### src/core/psc_pkg.sv
// package for the processor sideband control block
// assumes a single 10 MHz bus clock and synchronous active-high reset
package psc_pkg;
   localparam int unsigned PSC_CLK_HZ = 10000000;
   localparam int unsigned PSC_STROBE_GROUPS = 4;
   localparam int unsigned PSC_GROUP_W = 16;
   localparam int unsigned PSC_DATA_W = 64;
   localparam int unsigned PSC_SYNC_W = 12;
   // register offsets (byte addresses)
   localparam logic [3:0] PSC_CTRL_OFS = 4'h0;
   localparam logic [3:0] PSC_STAT_OFS = 4'h4;
   localparam logic [3:0] PSC_EVT_OFS = 4'h8;
   localparam logic [3:0] PSC_DATA_LO_OFS = 4'hc;
   // control fields
   localparam int unsigned PSC_CTRL_NE_BIT = 0;
   localparam int unsigned PSC_CTRL_LOCAL_IRQ_CTRL_EN_BIT = 1;
   localparam int unsigned PSC_CTRL_HOT_BIDIR_BIT = 2;
   localparam int unsigned PSC_CTRL_LOCK_BIT = 3;
   localparam int unsigned PSC_CTRL_STALL_BIT = 4;
   localparam logic [7:0] PSC_CTRL_RST = 8'h02;
   // event register fields (write one to raise; FPCLR and SMIDONE write one to clear; THERM takes the written value on every event write)
   localparam int unsigned PSC_EVT_FPERR_BIT = 0;
   localparam int unsigned PSC_EVT_BREAK_BIT = 1;
   localparam int unsigned PSC_EVT_INTERNAL_ERROR_OUT_BIT = 2;
   localparam int unsigned PSC_EVT_THERM_BIT = 3;
   localparam int unsigned PSC_EVT_FPCLR_BIT = 4;
   localparam int unsigned PSC_EVT_SMIDONE_BIT = 5;
   // bus transaction codes
   localparam logic [2:0] PSC_TXN_NONE = 3'h0;
   localparam logic [2:0] PSC_TXN_HALT = 3'h1;
   localparam logic [2:0] PSC_TXN_STOPACK = 3'h2;
   localparam logic [2:0] PSC_TXN_SMIACK = 3'h3;
   localparam int unsigned PSC_OUT_OFF_CYC = 1;
   typedef enum logic [3:0] {
      PSC_NORMAL = 4'b0001,
      PSC_STOPGNT = 4'b0010,
      PSC_SLEEP = 4'b0100,
      PSC_DSLEEP = 4'b1000
   } psc_pwr_t;
endpackage

### src/core/psc_top.sv
// sideband and system-control logic of the processor, device side
// assumes all sideband pins are asynchronous and active high at this boundary;
// registers are reached over a classic wishbone slave on the same clock
// Functional notes
// - each 16-bit data group and its invert bit latch on own strobe bit
// - shared error/break output: fp error when no stop clock, break event otherwise
// - break indication on shared output holds until stop clock request drops
// - snoop stall asserts hit and hit-modified together, repeatable to extend
// - ignore-numeric-error masks fp exception unless numeric-error-enable set
// - soft init resets integer state, keeps caches, snoops, restarts at vector
// - soft init seen at hard reset release starts built-in self-test
// - with local irq controller off, pin0 is maskable irq, pin1 nonmaskable
// - bus lock held from first to last transaction of a locked sequence
// - overtemp flag drives on internal throttle only; bidirectional mode input starts throttle
// - hard reset returns known state and invalidates caches without writeback
// - outputs deasserted within two bus clocks of hard reset
// - sleep request in stop-grant enters sleep, clocks stop, snoops ignored
// - sleep responds only to reset, sleep release and deep-sleep request
// - sleep release returns to stop-grant and restarts the bus clock, core clock stays gated
// - deep-sleep request in sleep enters deep sleep
// - accepted management irq saves state, enters management mode, acks
// - management irq at hard reset release tristates outputs
// - stop clock request enters stop-grant, acks, gates core clocks
// - deep-sleep release in deep sleep returns to sleep
module psc_top
   import psc_pkg::*;
(
   input wire logic clk_i,
   input wire logic rst_i,
   input wire logic hard_reset_i,
   input wire logic stop_clock_req_i,
   input wire logic sleep_req_i,
   input wire logic deep_sleep_req_i,
   input wire logic ignore_numeric_error_i,
   input wire logic soft_init_i,
   input wire logic sys_mgmt_irq_i,
   input wire logic [1:0] local_irq_pins_i,
   input wire logic overtemp_flag_i,
   input wire logic snoop_req_i,
   input wire logic [3:0] data_strobe_pos_i,
   input wire logic [63:0] data_i,
   input wire logic [3:0] data_invert_i,
   input wire logic [31:0] wb_adr_i,
   input wire logic [31:0] wb_dat_i,
   input wire logic [3:0] wb_sel_i,
   input wire logic wb_we_i,
   input wire logic wb_cyc_i,
   input wire logic wb_stb_i,
   output logic [31:0] wb_dat_o,
   output logic wb_ack_o,
   output logic fp_error_out_o,
   output logic internal_error_out_o,
   output logic [2:0] bus_txn_o,
   output logic fp_exception_o,
   output logic maskable_irq_o,
   output logic nmi_o,
   output logic [1:0] local_irq_o,
   output logic bus_lock_o,
   output logic snoop_hit_o,
   output logic snoop_hit_modified_o,
   output logic overtemp_flag_o,
   output logic overtemp_flag_oe_o,
   output logic throttle_active_o,
   output logic core_clk_en_o,
   output logic bus_clk_en_o,
   output logic sys_mgmt_mode_o,
   output logic builtin_self_test_o,
   output logic cache_invalidate_o,
   output logic int_reg_reset_o,
   output logic outputs_tristate_o,
   output logic [3:0] pwr_state_o
);
   // synchroniser stages for every asynchronous sideband input
   logic [PSC_SYNC_W-1:0] sync1_q;
   logic [PSC_SYNC_W-1:0] sync2_q;
   logic [PSC_SYNC_W-1:0] async_in;
   logic hrst_s, stop_clock_req_s, slp_s, dslp_s, ign_s, init_s, smi_s, hot_s;
   logic [1:0] lint_s;
   logic snp_s;
   logic hrst_prev_q;
   logic [7:0] ctrl_q;
   logic fperr_q, brk_q, internal_error_out_q, therm_q, brk_latched_q;
   logic smm_pend_q;
   logic lock_hold_q;
   logic [1:0] stall_cnt_q;
   logic [63:0] data_lat_q;
   logic [3:0] inv_lat_q;
   logic wb_hit;
   logic [3:0] wb_ofs;
   logic wr_evt;
   logic hrst_fall;
   psc_pwr_t pwr_q;

   // pin levels gathered for the synchroniser, top bit is a spare
   assign async_in = {1'b0, snoop_req_i, local_irq_pins_i, overtemp_flag_i, sys_mgmt_irq_i,
      soft_init_i, ignore_numeric_error_i, deep_sleep_req_i, sleep_req_i, stop_clock_req_i,
      hard_reset_i};

   // two-flop synchroniser, second stage is the only reader of the first
   always_ff @(posedge clk_i) begin
      if (rst_i) begin
         sync1_q <= '0;
         sync2_q <= '0;
      end else begin
         sync1_q <= async_in;
         sync2_q <= sync1_q;
      end
   end
   assign {snp_s, lint_s, hot_s, smi_s, init_s, ign_s, dslp_s, slp_s, stop_clock_req_s, hrst_s}
      = sync2_q[10:0];

   // hard reset edge tracking
   always_ff @(posedge clk_i) begin
      if (rst_i) begin
         hrst_prev_q <= 1'b0;
      end else begin
         hrst_prev_q <= hrst_s;
      end
   end
   assign hrst_fall = hrst_prev_q && !hrst_s;

   // wishbone decode
   assign wb_ofs = (wb_adr_i[31:4] == 28'h0000000) ? wb_adr_i[3:0] : 4'h1; // no aliasing above map
   assign wb_hit = wb_cyc_i && wb_stb_i && !wb_ack_o;
   assign wr_evt = wb_hit && wb_we_i && wb_sel_i[0] && (wb_ofs == PSC_EVT_OFS);

   // single-wait-state slave: ack one cycle after strobe, read data registered
   always_ff @(posedge clk_i) begin
      if (rst_i) begin
         wb_ack_o <= 1'b0;
         wb_dat_o <= 32'h0000_0000;
      end else begin
         wb_ack_o <= wb_hit;
         wb_dat_o <= 32'h0000_0000;
         if (wb_hit && !wb_we_i) begin
            unique case (wb_ofs)
               PSC_CTRL_OFS: wb_dat_o <= {24'h000000, ctrl_q};
               PSC_STAT_OFS: wb_dat_o <= {16'h0000, inv_lat_q, pwr_q, sys_mgmt_mode_o,
                  throttle_active_o, brk_latched_q, internal_error_out_q, fperr_q, lock_hold_q,
                  builtin_self_test_o, outputs_tristate_o};
               PSC_EVT_OFS: wb_dat_o <= {28'h0000000, therm_q, internal_error_out_q, brk_q, fperr_q};
               PSC_DATA_LO_OFS: wb_dat_o <= data_lat_q[31:0];
               default: wb_dat_o <= 32'h0000_0000;
            endcase
         end
      end
   end

   // control register
   always_ff @(posedge clk_i) begin
      if (rst_i) begin
         ctrl_q <= PSC_CTRL_RST; // local irq controller enabled by default
      end else if (wb_hit && wb_we_i && wb_sel_i[0] && wb_ofs == PSC_CTRL_OFS) begin
         ctrl_q <= wb_dat_i[7:0];
      end
   end

   // internal event flags raised by core-side writes; hard reset clears them
   always_ff @(posedge clk_i) begin
      if (rst_i || hrst_s) begin
         fperr_q <= 1'b0;
         brk_q <= 1'b0;
         internal_error_out_q <= 1'b0;
         therm_q <= 1'b0;
      end else begin
         if (wr_evt && wb_dat_i[PSC_EVT_FPERR_BIT]) begin
            fperr_q <= 1'b1;
         end else if (wr_evt && wb_dat_i[PSC_EVT_FPCLR_BIT]) begin
            fperr_q <= 1'b0;
         end
         if (wr_evt && wb_dat_i[PSC_EVT_BREAK_BIT]) begin
            brk_q <= 1'b1;
         end else if (!stop_clock_req_s) begin
            brk_q <= 1'b0;
         end
         if (wr_evt && wb_dat_i[PSC_EVT_INTERNAL_ERROR_OUT_BIT]) begin
            internal_error_out_q <= 1'b1;
         end
         if (wr_evt) begin
            therm_q <= wb_dat_i[PSC_EVT_THERM_BIT];
         end
      end
   end

   // break indication latches while stop clock is active
   always_ff @(posedge clk_i) begin
      if (rst_i || hrst_s) begin
         brk_latched_q <= 1'b0;
      end else if (!stop_clock_req_s) begin
         brk_latched_q <= 1'b0;
      end else if (brk_q) begin
         brk_latched_q <= 1'b1;
      end
   end

   // shared error/break output and numeric exception
   always_ff @(posedge clk_i) begin
      if (rst_i || hrst_s) begin
         fp_error_out_o <= 1'b0;
         fp_exception_o <= 1'b0;
      end else begin
         fp_error_out_o <= stop_clock_req_s ? (brk_q || brk_latched_q) : fperr_q;
         fp_exception_o <= fperr_q && (ctrl_q[PSC_CTRL_NE_BIT] || !ign_s);
      end
   end

   // internal error output and bus transaction requests
   always_ff @(posedge clk_i) begin
      if (rst_i || hrst_s) begin
         internal_error_out_o <= 1'b0;
         bus_txn_o <= PSC_TXN_NONE;
      end else begin
         internal_error_out_o <= internal_error_out_q;
         bus_txn_o <= PSC_TXN_NONE;
         if (wr_evt && wb_dat_i[PSC_EVT_INTERNAL_ERROR_OUT_BIT]) begin
            bus_txn_o <= PSC_TXN_HALT;
         end else if (pwr_q == PSC_NORMAL && stop_clock_req_s) begin
            bus_txn_o <= PSC_TXN_STOPACK;
         end else if (smi_s && !smm_pend_q && pwr_q == PSC_NORMAL) begin
            bus_txn_o <= PSC_TXN_SMIACK;
         end
      end
   end

   // management mode entry and exit
   always_ff @(posedge clk_i) begin
      if (rst_i || hrst_s) begin
         smm_pend_q <= 1'b0;
         sys_mgmt_mode_o <= 1'b0;
      end else begin
         if (smi_s && !smm_pend_q && pwr_q == PSC_NORMAL && !stop_clock_req_s) begin
            smm_pend_q <= 1'b1;
            sys_mgmt_mode_o <= 1'b1;
         end else if (wr_evt && wb_dat_i[PSC_EVT_SMIDONE_BIT]) begin
            smm_pend_q <= 1'b0;
            sys_mgmt_mode_o <= 1'b0;
         end
      end
   end

   // reset sequencing: cache invalidate, self-test, tristate, soft init
   always_ff @(posedge clk_i) begin
      if (rst_i) begin
         cache_invalidate_o <= 1'b0;
         builtin_self_test_o <= 1'b0;
         outputs_tristate_o <= 1'b0;
         int_reg_reset_o <= 1'b0;
      end else begin
         cache_invalidate_o <= hrst_s;
         int_reg_reset_o <= hrst_s || (init_s && pwr_q == PSC_NORMAL);
         if (hrst_fall) begin
            builtin_self_test_o <= init_s;
            outputs_tristate_o <= smi_s;
         end else if (hrst_s) begin
            builtin_self_test_o <= 1'b0;
            outputs_tristate_o <= 1'b0;
         end
      end
   end

   // local interrupt pin remapping
   always_ff @(posedge clk_i) begin
      if (rst_i || hrst_s) begin
         maskable_irq_o <= 1'b0;
         nmi_o <= 1'b0;
         local_irq_o <= 2'h0;
      end else if (ctrl_q[PSC_CTRL_LOCAL_IRQ_CTRL_EN_BIT]) begin
         maskable_irq_o <= 1'b0;
         nmi_o <= 1'b0;
         local_irq_o <= lint_s;
      end else begin
         maskable_irq_o <= lint_s[0];
         nmi_o <= lint_s[1];
         local_irq_o <= 2'h0;
      end
   end

   // bus lock held across the whole locked sequence set by software
   always_ff @(posedge clk_i) begin
      if (rst_i || hrst_s) begin
         lock_hold_q <= 1'b0;
         bus_lock_o <= 1'b0;
      end else begin
         lock_hold_q <= ctrl_q[PSC_CTRL_LOCK_BIT];
         bus_lock_o <= ctrl_q[PSC_CTRL_LOCK_BIT];
      end
   end

   // snoop stall: both lines together for two cycles per requested stall
   always_ff @(posedge clk_i) begin
      if (rst_i || hrst_s) begin
         stall_cnt_q <= 2'h0;
         snoop_hit_o <= 1'b0;
         snoop_hit_modified_o <= 1'b0;
      end else begin
         if (snp_s && ctrl_q[PSC_CTRL_STALL_BIT] &&
            pwr_q != PSC_SLEEP && pwr_q != PSC_DSLEEP) begin
            stall_cnt_q <= 2'h2;
         end else if (stall_cnt_q != 2'h0) begin
            stall_cnt_q <= stall_cnt_q - 2'h1;
         end
         snoop_hit_o <= (stall_cnt_q != 2'h0);
         snoop_hit_modified_o <= (stall_cnt_q != 2'h0);
      end
   end

   // thermal throttle and overtemp pin
   always_ff @(posedge clk_i) begin
      if (rst_i || hrst_s) begin
         throttle_active_o <= 1'b0;
         overtemp_flag_o <= 1'b0;
         overtemp_flag_oe_o <= 1'b0;
      end else begin
         throttle_active_o <= therm_q || (ctrl_q[PSC_CTRL_HOT_BIDIR_BIT] && hot_s);
         overtemp_flag_o <= therm_q;
         overtemp_flag_oe_o <= therm_q;
      end
   end

   // data strobe latching per group
   always_ff @(posedge clk_i) begin
      if (rst_i) begin
         data_lat_q <= 64'h0;
         inv_lat_q <= 4'h0;
      end else begin
         for (int g = 0; g < PSC_STROBE_GROUPS; g++) begin
            if (data_strobe_pos_i[g]) begin
               data_lat_q[g*PSC_GROUP_W +: PSC_GROUP_W] <=
                  data_i[g*PSC_GROUP_W +: PSC_GROUP_W];
               inv_lat_q[g] <= data_invert_i[g];
            end
         end
      end
   end

   // power state machine
   always_ff @(posedge clk_i) begin
      if (rst_i || hrst_s) begin
         pwr_q <= PSC_NORMAL;
      end else begin
         unique case (pwr_q)
            PSC_NORMAL: if (stop_clock_req_s) pwr_q <= PSC_STOPGNT;
            PSC_STOPGNT: begin
               if (slp_s) pwr_q <= PSC_SLEEP;
               else if (!stop_clock_req_s) pwr_q <= PSC_NORMAL;
            end
            PSC_SLEEP: begin
               if (!slp_s) pwr_q <= PSC_STOPGNT;
               else if (dslp_s) pwr_q <= PSC_DSLEEP;
            end
            PSC_DSLEEP: if (!dslp_s) pwr_q <= PSC_SLEEP;
            default: pwr_q <= PSC_NORMAL;
         endcase
      end
   end

   // clock gating outputs follow the power state
   always_ff @(posedge clk_i) begin
      if (rst_i) begin
         core_clk_en_o <= 1'b1;
         bus_clk_en_o <= 1'b1;
         pwr_state_o <= PSC_NORMAL;
      end else begin
         core_clk_en_o <= (pwr_q == PSC_NORMAL);
         bus_clk_en_o <= (pwr_q == PSC_NORMAL) || (pwr_q == PSC_STOPGNT);
         pwr_state_o <= pwr_q;
      end
   end

   // checks
   shared_out_a: assert property (@(posedge clk_i) disable iff (rst_i)
      (!hrst_s && !$past(hrst_s) && !stop_clock_req_s && fperr_q) |=> fp_error_out_o)
      else $error("fp error not shown");
   break_hold_a: assert property (@(posedge clk_i) disable iff (rst_i || hrst_s)
      (brk_latched_q && stop_clock_req_s) |=> fp_error_out_o)
      else $error("break indication dropped");
   stall_pair_a: assert property (@(posedge clk_i) disable iff (rst_i)
      snoop_hit_o == snoop_hit_modified_o) else $error("stall lines differ");
   sleep_entry_a: assert property (@(posedge clk_i) disable iff (rst_i || hrst_s)
      (pwr_q == PSC_STOPGNT && slp_s) |=> pwr_q == PSC_SLEEP)
      else $error("sleep not entered");
   deep_exit_a: assert property (@(posedge clk_i) disable iff (rst_i || hrst_s)
      (pwr_q == PSC_DSLEEP && !dslp_s) |=> pwr_q == PSC_SLEEP)
      else $error("deep sleep not left");
   reset_quiet_a: assert property (@(posedge clk_i) disable iff (rst_i)
      hrst_s |-> ##[1:2] !bus_lock_o && !snoop_hit_o) else $error("outputs not quiet");
   irq_remap_a: assert property (@(posedge clk_i) disable iff (rst_i || hrst_s)
      (!ctrl_q[PSC_CTRL_LOCAL_IRQ_CTRL_EN_BIT] && $stable(ctrl_q)) |=> maskable_irq_o == $past(lint_s[0]))
      else $error("irq pin not remapped");
   builtin_self_test_start_a: assert property (@(posedge clk_i) disable iff (rst_i)
      (hrst_fall && init_s) |=> builtin_self_test_o) else $error("self test missed");
endmodule // psc_top

### config.mk
export PLATFORM = sky130hd
export DESIGN_NAME = psc_top
export DESIGN_NICKNAME = d
export VERILOG_FILES = /design/src/core/psc_pkg.sv /design/src/core/psc_top.sv
export SDC_FILE = /design/constraint.sdc
export NUM_CORES = 1
export LEC_CHECK = 0
export BUFFER_PORTS_ARGS = -buffer_cell sky130_fd_sc_hd__buf_2
export CAP_MARGIN = 10
export CORE_ASPECT_RATIO = 0.7
export CORE_UTILIZATION = 50
export DETAILED_ROUTE_END_ITERATION = 7
export GPL_TIMING_DRIVEN = 0
export PLACE_DENSITY = 0.86
export SYNTH_ARGS = -nofsm -noshare
export SYNTH_HDL_FRONTEND = slang
export SYNTH_SLANG_ARGS = --single-unit
### constraint.sdc
create_clock -name clk_i -period 3.3 [get_ports clk_i]
set_clock_uncertainty 0.1 [all_clocks]
set_input_delay 0.99 -clock clk_i [delete_from_list [all_inputs] [get_ports clk_i]]
set_output_delay 0.99 -clock clk_i [all_outputs]
set_load 0.01 [all_outputs]
==> metrics.md, run 1 <==
| Metric | Value |
|---|---|
| Status | finished, violations left |
| Failing checks | design-rule violations |
| Clk_lat worst skew | 0.42 ns |
| Post-CTS Setup Inserts | 0 |
| Final wirelength | roughly 13,000 um |
| Synth async-reset ratio | 0% |
| WL/cell | 16.59 um |
| RSZ-0062 raised after global routing | no |
| Switching pwr | roughly 0.84 mW |
| Critical path cell sequence | buf_2 -> nor4_2 -> and4_1 -> nand3_1 -> nor2b_1 |
| Fin Setup TNS | 0 ns |
| Final global-route overflow total | 0 |
| Largest stage delay, worst path | roughly 0.41 ns |
| Syn Area/Cell | 10.43 um2 |
| Max Cap Viol | 0 |
| Via count | approximately 4,200 |
| Min-delay worst type | reg2reg |
| Top post-synthesis cells by area | dfxtp_1 55%, mux2i_1 9.9%, nor2_1 5.3% |
| HPWL after DPL | 9016 um |
| DR vias/cell | 5.365 |
| First-pass DRT Iterations | 7 |
| P&R area growth vs syn | 33.15% |
| Leakage | 2.906 nW |
| # port buffers | 153 |
| Number of antenna diodes | 0 |
| Cell Count, Final, Fillers Out | 776 |
| Final GP Congestion | 0.8728 |
| DP Worst Slack | 0.6471 ns |
| TritonCTS clock tree | yes |
| Post-CTS sizing | 0 |
| Largest net degree at the start of global routing | 17 |
| Seq. cell area | 2683 um2 |
| Hold Buf Count CTS | 0 |
| H-tree levels | 4 |
| EDFF count, synth | 0 |
| Yosys top cell area share | a little under three fifths |
| Worst hold slack | 0.3280 ns |
| DRC | 1 |
| Fin. max-slew vios | 0 |
| Max transition margin | 50.57% |
| Core footprint | 9253 um2 |
| Switching share of power | about 20% |
| Critical-path top delay cell | and4_1 |
| Synth Area in Compound Gates | between 6 and 7% |
| Fin crit share | 69.43% |
| Pwr/cell area | 636.2 nW/um2 |
| Tightest Pin Transition | about 0.74 ns |
| Critical path endpoint category | flip-flop |
| Clock power share | 53.4% |
| Largest family of logic cells by synthesized area | simple AND/OR/NAND/NOR gates |
| Die width | between 100 and 150 um |
| Combinational Power Share | 5.7% |
| Seq cells post-synth | 134 |
| Row cnt | 29 |
| Fillers | 692 |
| Register area share after synthesis | a little under three fifths |
| Reg power frac | ~41% |
| CTS Buf Count | 17 |
| Chip height | 84.59 um |
| Synth cell types | 53 |
| Mux cell area share after synthesis | 12.40% |
| Internal | 3.284 mW |
| Dominant cell type by area after synthesis | dfxtp_1 |
| Fmax | 436.5 MHz |
| Antenna violations before repair | 2 |
| GRT Overall Usage | 25.48% |
| Fin. Hold Viols | 0 |
| Critical Path RT | 3.51 ns |
| Worst Setup Start Kind | input pin |
| Root Driver | clkbuf_16 |
| Die area | 10,150 um2 |
| Syn Inst Count | approximately 470 |
| Starting Density | 52.66% |
| Final Setup Violations | 0 |
| Share of cells above drive strength 1 | 35.89% |
| Critical path class | in2reg |
| Post-route ant nets | 0 |
| Worst VDD drop | 439.2 uV |
| Max Root-Sink Buffers | 2 |
| Synth Area in Adders | 0% |
| Number of global-route vias before repair | between 3,000 and 4,000 |
| YS warnings | 0 |
| First-pass GRT wire length | a little under 20,000 um |
| Synth Area in XOR/XNOR | 0.3595% |
| I/O pin total | 216 |
| Mapped Nets | 623 |
| Cell area after synthesis | 4872 um2 |
| Worst setup margin | ~1.0 ns |
| Post-Synth Simple-Gate Area | 21.08% |
| CTS Sinks | 134 |
| Ys flop type | dfxtp_1 |
| Multi-input logic area | 1953 um2 |
| CP arrival | 2.50 ns |
| Count leader, synth | dfxtp_1 |
| Final critical-path required period | 2.291 ns |
| Top cells by instance count after synthesis | 134 x dfxtp_1, 69 x nor2_1, 48 x mux2i_1 |
| Placed cells | 744 |
| Crit Path Max Fanout | 8 |
| Core Util, Final | between 70 and 80% |
| Clock Pin Slew Worst Setup and Hold Paths | approximately 0.05 ns |
| 1st-iter DRT viols | between 300 and 400 |
| Fin nets | 795 |
## worst paths after layout
| kind | startpoint | endpoint | slack [ns] | cells past startpoint |
|---|---|---|---|---|
| worst max register to register | wb_ack_o | therm_q | 1.50 | 4 |
| worst min register to register | sync2_q[9] | nmi_o | 0.33 | 2 |
| worst min-delay path | sync2_q[9] | nmi_o | 0.33 | 2 |
| worst max-delay path | wb_adr_i[13] | wb_dat_o[0] | 1.01 | 5 |
## area by class of cell
type | count | area share, %
tap | 124 | 2.392
timing repair buffer | 153 | 11.80
inverter | 21 | 1.215
multi-input combinational | 281 | 30.11
clock buffer | 19 | 6.827
buffer | 31 | 2.430
clock inverter | 13 | 3.877
sequential | 134 | 41.35
## flip-flops by register name (all words and copies together) (netlist names), 2 cells and up
| signal | flops |
|---|---|
| sync1_q | 11 |
| pwr_q | 4 |
| pwr_state_o | 4 |
| wb_dat_o | 32 |
| inv_lat_q | 4 |
| data_lat_q | 32 |
| ctrl_q | 8 |
| sync2_q | 11 |
| stall_cnt_q | 2 |
| local_irq_o | 2 |
| bus_txn_o | 2 |
## logic make-up (layout without fill, tap and decap cells)
group | after synthesis | in the layout
compound gates | 46 | 46
xor+xnor | 2 | 2
simple gates | 177 | 177
buf+inv | 52 | 237
mux | 55 | 55
flops | 134 | 134
other cells | 1 | 1
## critical path: cells and delay by family
kind	cells	cell delay, ns
AND/OR/NAND/NOR	4	1.41
buffers and inverters	1	0.10
## layout by cell type, fill, tap and decap left out, drive strengths merged, types with 3 or more instances in the layout
master	n
mux4	4
a22oi	5
nor2b	29
mux2i	48
nor4	11
nand3b	3
o31ai	7
inv	21
clkinv	3
clkinvlp	3
bufinv	7
a21oi	20
buf	172
and3	3
nand4	12
mux2	3
dfxtp	134
nor2	70
clkbuf	31
nand3	3
nor3	19
nand2	11
## layer usage
layer	up-vias	routed length [um]	GRT usage, %
met4	2	228	10.80
met3	24	1115	8.084
met1	1964	5295	30.23
met2	224	6218	42.58
met5	-	13	0
li1	1949	-	-
## power groups by stage
stage | Sequential [mW] | Combinational (mW) | Clock [mW]
CTS | 1.69 | 0.233 | 2.21
global placement | 1.72 | 0.220 | 0
finish | 1.69 | 0.234 | 2.21
detailed placement | 1.72 | 0.229 | 0
floorplan | 1.72 | 0.128 | 0
global route | 1.69 | 0.253 | 2.30
## per-stage QoR
stage          power (mW)  area (um2)
2_1_floorplan       1.846        4872
3_3_place_gp        1.939        5793
3_5_place_dp        1.951        5793
4_1_cts             4.131        6487
5_1_grt             4.240        6487
6_report            4.127        6487
(Power assumes the default switching activity.)
==> inputs of run 2 (changes only) <==
--- a/config.mk
+++ b/config.mk
@@ -8,10 +8,10 @@
 export BUFFER_PORTS_ARGS = -buffer_cell sky130_fd_sc_hd__buf_2
 export CAP_MARGIN = 10
 export CORE_ASPECT_RATIO = 0.7
-export CORE_UTILIZATION = 50
+export CORE_UTILIZATION = 42
 export DETAILED_ROUTE_END_ITERATION = 7
 export GPL_TIMING_DRIVEN = 0
-export PLACE_DENSITY = 0.86
+export PLACE_DENSITY = 0.77
 export SYNTH_ARGS = -nofsm -noshare
 export SYNTH_HDL_FRONTEND = slang
 export SYNTH_SLANG_ARGS = --single-unit
==> constraint.sdc (replaced) <==
create_clock -name clk_i -period 1.9 [get_ports clk_i]
set_clock_uncertainty 0.1 [all_clocks]
set_input_delay 0.57 -clock clk_i [delete_from_list [all_inputs] [get_ports clk_i]]
set_output_delay 0.57 -clock clk_i [all_outputs]
set_load 0.01 [all_outputs]
==> run 2 against run 1 <==
  * Register-to-register slack lost 1.3 ns
  * The flow now finishes without violations
  * Critical endpoint is now wb_ack_o
  * Hold slack lost 0.058 ns
  * Final cell count grew 3.9%
==> metrics.md, run 2 (synthesized netlist as in run 1, its figures left out) <==
| Metric | Value |
|---|---|
| Status | finished clean |
| I/O pin total | 216 |
| Most used routing layer | met2 |
| Biggest regs | data_lat_q: 32 flops, wb_dat_o: 32 flops |
| Critical path endpoint category | flip-flop |
| Critical path cell sequence | buf_2 -> clkbuf_1 -> clkbuf_1 -> nor2_1 |
| Pwr/cell area | 1013 nW/um2 |
| CP arrival | 1.95 ns |
| Hold_sp | soft_init_i |
| Share of cells above drive strength 1 | a little over a third |
| M3 GR Usage | 7.176% |
| Max Root-Sink Buffers | 2 |
| DP Worst Slack | -0.3608 ns |
| Number of global-route vias before repair | 3,929 |
| Worst hold slack | 0.2704 ns |
| Leakage | 2.864 nW |
| First-pass DRT Iterations | 4 |
| Core footprint | 11,170 um2 |
| Via count | about 4,000 |
| Fin Setup TNS | 0 ns |
| Worst setup margin | 0.1086 ns |
| Fin. max-slew vios | 0 |
| Worst Setup Start Kind | input pin |
| TritonCTS clock tree | yes |
| Min-delay worst type | in2reg |
| Row cnt | 32 |
| Number of antenna diodes | 0 |
| RSZ-0062 raised after global routing | no |
| Critical Path RT | just over 2 ns |
| DR vias/cell | 4.954 |
| Most frequent cells in the layout | 162 x buf_2, 134 x dfxtp_1, 69 x nor2_1 |
| P&R area growth vs syn | 31.79% |
| Core Util, Final | 57.48% |
| First-pass GRT wire length | ~19,000 um |
| Clock Pin Slew Worst Setup and Hold Paths | 0.05 ns |
| DRC | 0 |
| Critical path origin | rst_i |
| HPWL after DPL | a little over 9000 um |
| Fmax | approximately 560 MHz |
| Crit path top cell by count | clkbuf_1 |
| Chip height | 92.11 um |
| Die area | 12,040 um2 |
| M2 GR Usage | 34.70% |
| Antenna violations before repair | 0 |
| Met1 Track Usage GR | between 20% and 30% |
| Fin. Hold Viols | 0 |
| 1st-iter DRT viols | 355 |
| Crit Path Max Fanout | 10 |
| Die width | 130.7 um |
| Final wirelength | 12,360 um |
| Final critical-path required period | 1.791 ns |
| GRT Overall Usage | 21.67% |
| CTS Buf Count | 17 |
| Post-route ant nets | 0 |
| WL/cell | 15.33 um |
| # port buffers | 153 |
| Fillers | 962 |
| Buf/Inv on CP | 3 |
| Critical path class | in2reg |
| Largest net degree at the start of global routing | 17 |
| Final GP Congestion | 0.8253 |
| Final Setup Violations | 0 |
| Worst VDD drop | 641.8 uV |
| Fin nets | slightly below 800 |
| Tightest Pin Transition | 0.7012 ns |
| CTS Sinks | around 130 |
| Max transition margin | 53.25% |
| Worst reg2reg startpoint | wb_ack_o |
| Final global-route overflow total | 0 |
| Fin crit share | 94.28% |
| Max Cap Viol | 0 |
| Clk_lat worst skew | 0.41 ns |
| Root Driver | clkbuf_16 |
| Critical-path top delay cell | clkbuf_1 |
| Most common cell after layout, fill and taps aside | buf_2 |
| Starting Density | 43.62% |
| H-tree levels | 4 |
| Largest stage delay, worst path | 0.59 ns |
| Cell family with most CP delay | buffers and inverters |
run 2: cell types whose count changed in the layout (fill, tap and decap cells not counted):
cell / previous run / this run
buf_4: 6 / 7
bufinv_16: 7 / 2
clkbuf_1: 13 / 15
clkbuf_8: 1 / 3
clkinv_2: 2 / 5
clkinv_4: 1 / 0
clkinvlp_4: 3 / 2
nor4_1: 7 / 6
nor4_2: 4 / 5
run 2: layer usage:
layer,part of all wire [%],vias up
met2,47,167
met1,45,1868
met3,7.0,12
met4,1.1,0
met5,0,-
li1,-,1946
run 2: metrics by stage:
| step | std cells | power [mW] | instance area (um2) |
|---|---|---|---|
| after global routing | 806 | 6.729 | 6421 |
| after floorplan | 467 | 3.206 | 4872 |
| after detailed placement | 773 | 3.390 | 5829 |
| final | 806 | 6.503 | 6421 |
| after CTS | 805 | 6.548 | 6407 |
| after global placement | 773 | 3.371 | 5829 |
run 2: area by class of cell:
class | instances | area, um2 | area share [%]
flip-flops and latches | 134 | 2683 | 41.78
multi-input cells | 281 | 1959 | 30.51
repair buffers | 154 | 773.2 | 12.04
clock buffers | 23 | 478.0 | 7.443
well taps | 153 | 191.4 | 2.981
plain buffers | 31 | 157.7 | 2.455
clock inverters | 9 | 100.1 | 1.559
inverters | 21 | 78.83 | 1.228
run 2: final timing paths:
| kind | cells past startpoint | to | slack [ns] |
|---|---|---|---|
| setup / recovery | 4 | wb_ack_o | 0.11 |
| setup reg to reg | 5 | ctrl_q[2] | 0.19 |
| hold reg to reg | 1 | fp_exception_o | 0.33 |
| hold / removal | 2 | sync1_q[5] | 0.27 |
run 2: worst register-to-register path, cell delays in order (launching register included):
cell and delay (ns):
dfxtp_1 0.31, nand3b_4 0.19, or4_1 0.46, buf_2 0.18, o31ai_1 0.21, a21oi_1 0.11
run 2: what timing repair did:
item                       CTS  global route
resized for setup            0             1
buffers inserted             0             1
hold buffers                 0             0
setup endpoints to repair    0             4
run 2: where the power goes:
part | switching (mW) | internal, mW | total [mW] | leakage [nW]
Sequential | 0.0419 | 2.89 | 2.93 | 1.09
Clock | 1.15 | 2.02 | 3.17 | 0.283
Combinational | 0.209 | 0.190 | 0.398 | 1.49
Total | 1.40 | 5.10 | 6.50 | 2.86
